<file path="config.mk">
export PLATFORM = sky130hd
export DESIGN_NAME = serial_config_port
export DESIGN_NICKNAME = d
export VERILOG_FILES = /design/src/serial_config_pkg.sv /design/src/serial_config_port.sv /design/src/pin_sync.sv
export SDC_FILE = /design/constraint.sdc
export NUM_CORES = 1
export LEC_CHECK = 0
export ABC_AREA = 1
export BUFFER_PORTS_ARGS = -buffer_cell sky130_fd_sc_hd__buf_4
export CAP_MARGIN = 20
export CELL_PAD_IN_SITES_DETAIL_PLACEMENT = 0
export CELL_PAD_IN_SITES_GLOBAL_PLACEMENT = 1
export CORE_MARGIN = 2
export CORE_UTILIZATION = 46
export CTS_CLUSTER_DIAMETER = 60
export DETAILED_ROUTE_END_ITERATION = 7
export PLACE_DENSITY_LB_ADDON = 0.12
export SETUP_SLACK_MARGIN = 0.2
export SLEW_MARGIN = 20
export SYNTH_ARGS = -nofsm -noshare
export SYNTH_HDL_FRONTEND = slang
export SYNTH_SLANG_ARGS = --single-unit
export TNS_END_PERCENT = 1
</file>
<file path="constraint.sdc">
create_clock -name i_clk -period 2.1 [get_ports i_clk]
set_input_delay 0 -clock i_clk [delete_from_list [all_inputs] [get_ports i_clk]]
set_output_delay 0 -clock i_clk [all_outputs]
set_load 0.01 [all_outputs]
</file>
<file path="src/serial_config_pkg.sv">
/*
 * Constants and carrier types for the three-wire serial
 * configuration write port.
 * Assumes a 10 MHz system clock that oversamples the serial pins.
 */
`default_nettype none
package serial_config_pkg;

   // Frame layout, MSB first
   localparam int FRAME_BITS = 32;
   localparam int HDR_BITS = 12;
   localparam int ADDR_BITS = 4;
   localparam int DATA_BITS = 16;
   localparam int HDR_MSB = 31;
   localparam int HDR_LSB = 20;
   localparam int ADDR_MSB = 19;
   localparam int ADDR_LSB = 16;
   localparam logic [11:0] HDR_PATTERN = 12'h001;
   localparam logic [4:0] LAST_BIT_IDX = 5'h1F;

   // Register addresses
   localparam logic [3:0] ADDR_CONFIG = 4'h1;
   localparam logic [3:0] ADDR_I_OFFSET = 4'h2;
   localparam logic [3:0] ADDR_I_FULL_SCALE = 4'h3;
   localparam logic [3:0] ADDR_Q_OFFSET = 4'hA;
   localparam logic [3:0] ADDR_Q_FULL_SCALE = 4'hB;
   localparam logic [3:0] ADDR_DE_ENABLE = 4'hD;
   localparam logic [3:0] ADDR_DE_COARSE = 4'hE;
   localparam logic [3:0] ADDR_DE_FINE = 4'hF;

   // Power-on values
   localparam logic [15:0] RST_CONFIG = 16'hB2FF;
   localparam logic [15:0] RST_I_OFFSET = 16'h007F;
   localparam logic [15:0] RST_I_FULL_SCALE = 16'h807F;
   localparam logic [15:0] RST_Q_OFFSET = 16'h007F;
   localparam logic [15:0] RST_Q_FULL_SCALE = 16'h807F;
   localparam logic [15:0] RST_DE_ENABLE = 16'h3FFF;
   localparam logic [15:0] RST_DE_COARSE = 16'h0000;
   localparam logic [15:0] RST_DE_FINE = 16'h0000;

   // Configuration field positions
   localparam int CFG_DUTY_STAB = 12;
   localparam int CFG_DDR_PHASE = 11;
   localparam int CFG_SINGLE_RATE = 10;
   localparam int CFG_SWING = 9;
   localparam int CFG_OUT_EDGE = 8;

   // Synchroniser depth
   localparam int SYNC_STAGES = 2;

   // Register bank as seen by the converter core
   typedef struct packed {
      logic [15:0] configuration;
      logic [15:0] i_channel_offset;
      logic [15:0] i_channel_full_scale;
      logic [15:0] q_channel_offset;
      logic [15:0] q_channel_full_scale;
      logic [15:0] dual_edge_enable;
      logic [15:0] dual_edge_coarse_adjust;
      logic [15:0] dual_edge_fine_adjust;
   } reg_bank_s;

   // Decoded output-clocking controls
   typedef struct packed {
      logic duty_stabilizer_on;
      logic ddr_clock_phase;
      logic single_rate_select;
      logic output_swing_select;
      logic output_edge_rising;
      logic ddr_mode;
   } out_ctrl_s;

   // Frame receiver states
   typedef enum logic [1:0] {
      ST_IDLE  = 2'b01,
      ST_SHIFT = 2'b10
   } rx_state_e;

endpackage
`default_nettype wire

</file>
<file path="src/serial_config_port.sv">
/*
 * Write-only three-wire serial configuration port. Receives 32-bit
 * frames (header, address, value) and loads eight registers.
 * Assumes the shift clock is far slower than i_clk so that each of
 * its edges is seen after synchronisation; the pins are asynchronous.
 * The write strobe leads the new o_regs value by one cycle.
 */
`timescale 1ns/1ps
`default_nettype none
module serial_config_port
(
   // Clock and reset
   input wire logic i_clk,
   input wire logic i_rst_b,
   // Serial pins, asynchronous
   input wire logic i_serial_clk,
   input wire logic i_serial_select_n,
   input wire logic i_serial_in_line,
   // Mode strap pin, asynchronous
   input wire logic i_extended_control_select,
   // Register bank and decoded controls
   output serial_config_pkg::reg_bank_s o_regs,
   output serial_config_pkg::out_ctrl_s o_out_ctrl,
   output logic o_extended_active,
   output logic o_write_strobe
);
   import serial_config_pkg::*;

   logic [3:0] pins_sync; // Synchronised pins
   logic sclk_s; // Synced shift clock
   logic sel_n_s; // Synced select
   logic serial_in_line_s; // Synced data
   logic ece_s; // Synced mode select
   logic sclk_prev_r; // Previous shift clock level
   logic sclk_rise; // Rising edge of shift clock
   rx_state_e state_r; // Receiver state
   logic [4:0] bit_cnt_r; // Bits taken in this frame
   logic [30:0] shift_r; // First 31 bits of frame
   logic [31:0] frame; // Completed frame
   logic frame_done; // Last bit taken this cycle
   logic hdr_ok; // Header matches
   reg_bank_s regs_r; // Stored register values
   logic write_en; // Frame commits a write
   logic [3:0] frame_addr; // Address field of frame
   logic [15:0] frame_value; // Value field of frame
   logic addr_mapped; // Address names a register

   ////////////////////////////////////////////////////////////////////
   // Pin synchronisers; select idles high
   pin_sync #(
      .WIDTH(4),
      .RST_VAL(4'h4)
   ) u_sync (
      .i_clk(i_clk),
      .i_rst_b(i_rst_b),
      .i_async({i_serial_clk, i_serial_select_n, i_serial_in_line,
         i_extended_control_select}),
      .o_sync(pins_sync)
   );
   assign sclk_s = pins_sync[3];
   assign sel_n_s = pins_sync[2];
   assign serial_in_line_s = pins_sync[1];
   assign ece_s = pins_sync[0];

   ////////////////////////////////////////////////////////////////////
   // Shift clock edge detector, on synchronised level only
   always_ff @(posedge i_clk or negedge i_rst_b)
   begin
      if (!i_rst_b)
      begin
         // Shift clock idles low: no false edge after reset
         sclk_prev_r <= 1'b0;
      end
      else
      begin
         // Level one cycle back
         sclk_prev_r <= sclk_s;
      end
   end
   // Rising edge with select low
   assign sclk_rise = sclk_s & ~sclk_prev_r & ~sel_n_s;

   ////////////////////////////////////////////////////////////////////
   // Frame receiver: select low arms, edges count bits
   // No timeout on a partial frame; only select high or normal mode aborts
   always_ff @(posedge i_clk or negedge i_rst_b)
   begin
      if (!i_rst_b)
      begin
         // Power-on: wait for the first edge
         state_r <= ST_IDLE;
         bit_cnt_r <= 5'h00;
      end
      else if (!ece_s || sel_n_s)
      begin
         // Normal mode or deselected: discard partial frame
         state_r <= ST_IDLE;
         bit_cnt_r <= 5'h00;
      end
      else
      begin
         // Extended mode and selected: count edges
         unique case (state_r)
            // Select low: ready for first bit
            ST_IDLE:
            begin
               if (sclk_rise)
               begin
                  state_r <= ST_SHIFT;
                  bit_cnt_r <= 5'h01;
               end
            end
            // Counting 32 bits; return to ST_IDLE lets the 33rd edge start anew
            ST_SHIFT:
            begin
               if (sclk_rise)
               begin
                  bit_cnt_r <= bit_cnt_r + 5'h01; // 31 wraps to 0
                  if (bit_cnt_r == LAST_BIT_IDX)
                  begin
                     // 32nd edge: frame complete, back to idle
                     state_r <= ST_IDLE;
                  end
               end
            end
         endcase
      end
   end

   ////////////////////////////////////////////////////////////////////
   // MSB-first shift register
   always_ff @(posedge i_clk or negedge i_rst_b)
   begin
      if (!i_rst_b)
      begin
         shift_r <= '0;
      end
      else if (sclk_rise && ece_s)
      begin
         // Runs across frames; only the last 31 bits are used
         shift_r <= {shift_r[29:0], serial_in_line_s};
      end
   end

   // Frame completes on the 32nd edge
   assign frame_done = ece_s && sclk_rise && (state_r == ST_SHIFT) &&
      (bit_cnt_r == LAST_BIT_IDX);
   assign frame = {shift_r, serial_in_line_s};
   assign hdr_ok = (frame[HDR_MSB:HDR_LSB] == HDR_PATTERN);
   assign write_en = frame_done && hdr_ok;
   assign frame_addr = frame[ADDR_MSB:ADDR_LSB];
   assign frame_value = frame[DATA_BITS-1:0];

   ////////////////////////////////////////////////////////////////////
   // Mapped-address decode; reserved codes commit nothing
   always_comb
   begin
      addr_mapped = 1'b0;
      unique case (frame_addr)
         // The eight register addresses
         ADDR_CONFIG, ADDR_I_OFFSET, ADDR_I_FULL_SCALE, ADDR_Q_OFFSET,
            ADDR_Q_FULL_SCALE, ADDR_DE_ENABLE, ADDR_DE_COARSE,
            ADDR_DE_FINE:
         begin
            addr_mapped = 1'b1;
         end
         // Reserved: 0, 4 to 9 and C
         default:
         begin
            addr_mapped = 1'b0;
         end
      endcase
   end

   ////////////////////////////////////////////////////////////////////
   // Register bank; power-on values, write-only
   always_ff @(posedge i_clk or negedge i_rst_b)
   begin
      if (!i_rst_b)
      begin
         regs_r.configuration <= RST_CONFIG;
         regs_r.i_channel_offset <= RST_I_OFFSET;
         regs_r.i_channel_full_scale <= RST_I_FULL_SCALE;
         regs_r.q_channel_offset <= RST_Q_OFFSET;
         regs_r.q_channel_full_scale <= RST_Q_FULL_SCALE;
         regs_r.dual_edge_enable <= RST_DE_ENABLE;
         regs_r.dual_edge_coarse_adjust <= RST_DE_COARSE;
         regs_r.dual_edge_fine_adjust <= RST_DE_FINE;
      end
      else if (write_en)
      begin
         // Address MSB first, value in low 16 bits
         unique case (frame_addr)
            ADDR_CONFIG: regs_r.configuration <= frame_value;
            ADDR_I_OFFSET: regs_r.i_channel_offset <= frame_value;
            ADDR_I_FULL_SCALE: regs_r.i_channel_full_scale <= frame_value;
            ADDR_Q_OFFSET: regs_r.q_channel_offset <= frame_value;
            ADDR_Q_FULL_SCALE: regs_r.q_channel_full_scale <= frame_value;
            ADDR_DE_ENABLE: regs_r.dual_edge_enable <= frame_value;
            ADDR_DE_COARSE: regs_r.dual_edge_coarse_adjust <= frame_value;
            ADDR_DE_FINE: regs_r.dual_edge_fine_adjust <= frame_value;
            // Reserved addresses leave the bank untouched
            default:
            begin
            end
         endcase
      end
   end

   ////////////////////////////////////////////////////////////////////
   // Outputs: in normal mode the core sees power-on values
   always_ff @(posedge i_clk or negedge i_rst_b)
   begin
      if (!i_rst_b)
      begin
         o_regs <= {RST_CONFIG, RST_I_OFFSET, RST_I_FULL_SCALE,
            RST_Q_OFFSET, RST_Q_FULL_SCALE, RST_DE_ENABLE,
            RST_DE_COARSE, RST_DE_FINE};
         o_extended_active <= 1'b0;
      end
      else
      begin
         o_extended_active <= ece_s;
         if (ece_s)
         begin
            o_regs <= regs_r;
         end
         else
         begin
            // Normal mode: power-on values, stored contents kept
            o_regs <= {RST_CONFIG, RST_I_OFFSET, RST_I_FULL_SCALE,
               RST_Q_OFFSET, RST_Q_FULL_SCALE, RST_DE_ENABLE,
               RST_DE_COARSE, RST_DE_FINE};
         end
      end
   end

   ////////////////////////////////////////////////////////////////////
   // Decoded output-clocking controls from the visible config
   always_ff @(posedge i_clk or negedge i_rst_b)
   begin
      if (!i_rst_b)
      begin
         o_out_ctrl.duty_stabilizer_on <= RST_CONFIG[CFG_DUTY_STAB];
         o_out_ctrl.ddr_clock_phase <= RST_CONFIG[CFG_DDR_PHASE];
         o_out_ctrl.single_rate_select <= RST_CONFIG[CFG_SINGLE_RATE];
         o_out_ctrl.output_swing_select <= RST_CONFIG[CFG_SWING];
         o_out_ctrl.output_edge_rising <= 1'b0;
         o_out_ctrl.ddr_mode <= ~RST_CONFIG[CFG_SINGLE_RATE];
      end
      else
      begin
         // Follows the visible configuration one cycle later
         o_out_ctrl.duty_stabilizer_on <= o_regs.configuration[CFG_DUTY_STAB];
         o_out_ctrl.ddr_clock_phase <= o_regs.configuration[CFG_DDR_PHASE];
         o_out_ctrl.single_rate_select <=
            o_regs.configuration[CFG_SINGLE_RATE];
         o_out_ctrl.output_swing_select <= o_regs.configuration[CFG_SWING];
         // Edge choice only meaningful in single rate
         o_out_ctrl.output_edge_rising <=
            o_regs.configuration[CFG_SINGLE_RATE] &
            o_regs.configuration[CFG_OUT_EDGE];
         o_out_ctrl.ddr_mode <= ~o_regs.configuration[CFG_SINGLE_RATE];
      end
   end

   ////////////////////////////////////////////////////////////////////
   // One-cycle pulse per committed write
   always_ff @(posedge i_clk or negedge i_rst_b)
   begin
      if (!i_rst_b)
      begin
         o_write_strobe <= 1'b0;
      end
      else
      begin
         // Only frames that land in a register pulse it
         o_write_strobe <= write_en && addr_mapped;
      end
   end

endmodule // serial_config_port
`default_nettype wire

</file>
<file path="src/pin_sync.sv">
/*
 * Two-flop synchroniser for a group of asynchronous pins.
 * Assumes the pins are quasi-static relative to the system clock.
 */
`timescale 1ns/1ps
`default_nettype none
module pin_sync #(
   parameter int WIDTH = 1,
   parameter logic [WIDTH-1:0] RST_VAL = '0
)
(
   // Clock and reset
   input wire logic i_clk,
   input wire logic i_rst_b,
   // Pins in, synchronised out
   input wire logic [WIDTH-1:0] i_async,
   output logic [WIDTH-1:0] o_sync
);
   logic [WIDTH-1:0] meta_r; // First stage, read only by second

   ////////////////////////////////////////////////////////////////////
   // Two stages
   always_ff @(posedge i_clk or negedge i_rst_b)
   begin
      if (!i_rst_b)
      begin
         meta_r <= RST_VAL;
         o_sync <= RST_VAL;
      end
      else
      begin
         meta_r <= i_async;
         o_sync <= meta_r;
      end
   end
endmodule // pin_sync
`default_nettype wire

</file>
Word-level counts from Yosys, hierarchy flattened
Memories as Yosys holds them, arrays and structs flattened.
Index checks and enable logic that the tools add are counted.
- bits in registers: 311
- memories kept: 1
- output and inout port bits: 136
- input bits: 6
- bits in read-only memories: 16
- memories (memory ; words ; bits a word ; rd ports ; clocked after Yosys merged registers in ; wr ports ; RTL line ; source):
    (name not given) ; 16 ; 1 ; 1 ; 0 ; 0 ; serial_config_port.sv:159 ; unique case (frame_addr)
- equal/unequal tests: 15
- add/subtract/negate cells: 1
- mux-type cells: 10
- bitwise logic cells: 6
- reduce and logical (&&, ||, !) cells: 17
- operators with widths (cell ; number):
    $mux 128 ; 1
    $eq 4x4->1 const B ; 5
    $reduce_and 2->1 ; 9
    $mux 5 ; 3
    $eq 12x1->1 const B ; 1
    $pmux 5 s2 ; 1
    $ne 3x3->1 const B ; 3
    $eq 4x2->1 const B ; 2
    $mux 2 ; 4
    $add 5x1->5 const B ; 1
    $eq 5x5->1 const B ; 1
    $logic_and 1x1->1 ; 5
    $eq 4x1->1 const B ; 1
    $pmux 2 s2 ; 1
    $and 1x1->1 ; 3
    $not 1->1 ; 3
    $reduce_and 3->1 ; 1
    $eq 2x1->1 const B ; 1
    $eq 2x2->1 const B ; 1
    $logic_not 1->1 ; 1
    $logic_or 1x1->1 ; 1

Depth between registers and ports, before layout
- word-level depth: 8
- depth in mapped cells: 12

Cells and area by module
From an unflattened synthesis, not the netlist that was laid out.
- cells, all modules: 1125
- area, all modules: 11969.0 sq um
- modules (own cells, without submodules) (module ; area an instance (sq um) ; sequential area each (sq um) ; instances ; cells an instance):
    serial_config_port ; 11766.3 ; 7727.4 ; 1 ; 1117
    pin_sync ; 202.7 ; 202.7 ; 1 ; 8

Least setup slack after synthesis
OpenSTA, ideal clock, no wires.
- path type: flip-flop to flip-flop
- start: register bit_cnt_r[0]
- end: register regs_r[103] (netlist bit)
- arrival time: 1.778 ns
- stages on the path, launching flop included: 11
- data required time: 1.983 ns
- setup slack: 0.204 ns
- clock period less this slack: 1.896 ns
- path buffers: 1
- cells stage by stage: dfrtp_1 ha_1 nand2_1 nor2_1 ha_1 nand3_1 nor2_4 nand4_4 buf_2 nand2_1 nand2_1
- word-level cells in the longest chain between the ends: 4
- RTL lines (what ; RTL line ; source):
    start: declaration ; serial_config_port.sv:37 ; logic [4:0] bit_cnt_r;
    start signal: assignment ; serial_config_port.sv:118 ; bit_cnt_r <= bit_cnt_r + 5'h01;
    $eq 5x5->1 ; serial_config_port.sv:147 ; (bit_cnt_r == LAST_BIT_IDX);
    $logic_and 1x1->1 ; serial_config_port.sv:146 ; assign frame_done = ece_s && sclk_rise && (state_r == ST_SHIFT) &&
    $logic_and 1x1->1 ; serial_config_port.sv:150 ; assign write_en = frame_done && hdr_ok;
    $reduce_and 2->1 (no line) ; -- ;
    end: declaration ; serial_config_port.sv:42 ; reg_bank_s regs_r;
Every way passes these cells.
A chain may end at the register's enable or synchronous reset.

Worst setup path after layout
- start: register bit_cnt_r[0]
- end: register regs_r[8] (netlist bit)
Same word-level chain as after synthesis.

==> results.json <==
{
  "synth_top_area_share_pct": 40.4,
  "ys_top_cells_by_area": "dfrtp_1, dfstp_2, nand2_1",
  "fmax_mhz": 515,
  "placed_area_sq_mm": 0.0134,
  "critPathArrivalTime_ps": 2380,
  "port_buffers": 141,
  "drt-pass1-iter-count": 4,
  "cts_root_buf": "clkbuf_16",
  "rows": 59,
  "fp.dieW_um": 165,
  "multi_input_area_sq_mm": 0.00326,
  "clk_latency_ps": 500,
  "fillers": 2276,
  "synth_cells": 1125,
  "tightest_slew_ps": 777,
  "setup_tns_ps": 0,
  "min_period_ps": 1940,
  "htreeDepth": 2,
  "holdWs_ps": 75.8,
  "clock_skew_ps": 14.4,
  "synthDistinctLibCells": 27,
  "wl_per_cell_um": 17.6,
  "overflow": 0,
  "antenna_found_initial": 0,
  "hold_viol_final": 0,
  "start_util_pct": 46.3,
  "hpwl_um": 16400,
  "finalInstanceArea_sq_mm": 0.0148,
  "io_pins": 142,
  "grt_pass1_wl_um": 44500,
  "syn_nets": 1133,
  "drive_above_1_share_pct": 34.5,
  "grtUsageTotal_pct": 21.2,
  "setup_violations": 0,
  "vdd_drop_max_mv": 0.586,
  "most-common-layout-cells": "nand2_1, dfrtp_1, buf_4",
  "power_mw": 13.5,
  "p_per_area_mw_per_mm2": 908,
  "worstSetupPathType": "reg2reg",
  "grt_max_degree": 75,
  "rsz0062_at_grt": "yes",
  "outcome": "finished, final reports clean",
  "drc": 0,
  "vias": 8242,
  "ant_nets": 0,
  "wl_um": 28600,
  "hold_class": "in2async",
  "finalCritPeriodShare_pct": 92.5,
  "synth_seq_cells": 311,
  "routabilityCongestion": 0.760,
  "cts_tree": "built",
  "cp_max_fo": 16,
  "max_slew_margin_pct": 48.2,
  "layout_commonest_cell": "nand2_1",
  "start_kind": "flip-flop",
  "antenna_cells": 0,
  "yosysSeqAreaShare_pct": 66.3,
  "synth_area_sq_mm": 0.0120,
  "end_kind": "flip-flop",
  "yosys.area.top_type": "dfrtp_1",
  "critPathRequiredTime_ps": 2540,
  "die_h_um": 165,
  "avgViaCountPerCell": 5.07,
  "core_area_sq_mm": 0.0258,
  "fin_util_pct": 57.4,
  "yosysWarnings": 0,
  "finalMaxSlewViolations": 0,
  "grt_pass1_vias": 7966,
  "dieArea_sq_mm": 0.0273,
  "drt_iter0_drc": 553,
  "layout.nets": 1272,
  "syn_to_final_growth_pct": 23.8,
  "drv_cap": 0,
  "regArea_sq_mm": 0.00793,
  "clk_pin_slew_ps": 60,
  "cts.path.max_buffers": 3,
  "synth_area_per_cell_sq_um": 10.6,
  "power_leakage_nw": 8.03,
  "cts_buffers": 35,
  "cts_sinks": 311
}
## worst max-delay path, cell delays in order (launching register included)
cell       delay [ps]
dfrtp_1           360
ha_1              170
nand2_1            70
nor2_1             90
ha_1              180
nand3_2           120
inv_1              80
nand2_1            90
nor2_4            140
buf_6             180
clkbuf_16         200
nand4_1            90
nand2_1           100
## power by group
group	switching (mW)	leakage [nW]	internal [mW]
Clock	2.32	0.591	3.88
Combinational	0.518	3.55	0.261
Sequential	0.278	3.89	6.19
Total	3.12	8.03	10.3
## per-layer routing
layer / part of all wire [%] / global-route usage (%) / up-vias
li1: - / - / 3871
met4: 1.5 / 5.56 / 0
met2: 47 / 33.3 / 221
met5: 0 / 0 / -
met3: 5.8 / 3.50 / 35
met1: 45 / 30.8 / 4115
## area by class of cell
cell class              count  share of cell area (%)
flip-flops and latches    311                    53.5
clock buffers              53                    7.19
clock inverters            10                   0.929
multi-input cells         635                    22.0
well taps                 335                    2.83
inverters                 101                    2.56
repair buffers            180                    11.0
## through the flow
| step | instances | worst slack, ps |
|---|---|---|
| final | 1625 | 158 |
| after detailed placement | 1548 | 106 |
| after CTS | 1621 | 159 |
| after global routing | 1625 | 5.60 |
| after floorplan | 1125 | 204 |
| after global placement | 1548 | 129 |
## repair_timing
action,in CTS,in global routing
hold endpoints to repair,125,0
gates resized for setup,5,4
hold buffers,5,0
buffers inserted,2,0
cloned,3,4
pin swaps,1,0
setup endpoints to repair,129,129
## worst paths after layout
path	from	to	slack [ps]	cells past startpoint
worst max-delay path	bit_cnt_r[0]	regs_r[8]	160	12
worst min-delay path	i_rst_b	o_regs[76]	80	2
worst max register to register	bit_cnt_r[0]	regs_r[8]	160	12
worst min register to register	u_sync.meta_r[2]	u_sync.o_sync[2]	350	0
max in group asynchronous	i_rst_b	regs_r[54]	1210	3
min in group i_clk	i_serial_clk	u_sync.meta_r[3]	150	2
## registers in the layout, summed over array words and instances (netlist names)
signal,flops
o_regs,128
regs_r,128
shift_r,31
o_out_ctrl,6
bit_cnt_r,5
u_sync.meta_r,4
u_sync.o_sync,4
state_r,2
o_extended_active,1
o_write_strobe,1
sclk_prev_r,1
## Yosys cell counts, drive strengths merged
cell type / number
dfrtp: 193
nand4: 136
mux2: 15
ha: 2
o21ai: 15
inv: 101
nand2: 366
xor2: 1
nor3: 1
or2: 56
clkbuf: 39
nor2: 24
o22ai: 1
o211ai: 1
dfstp: 118
a21oi: 6
buf: 40
nand3: 10
## kinds of logic (layout without fill, tap and decap cells)
family	Yosys count	after routing	share of synthesized area (%)
and+or+nand+nor	593	594	24.3
DFF	311	311	66.3
buffers and inverters	180	344	6.74
AOI/OAI and AO/OA	23	23	0.993
muxes	15	15	1.41
adders and majority gates	2	2	0.209
xor gates and xnor gates	1	1	0.0732
No activity file was read; power rests on OpenSTA's default activity.
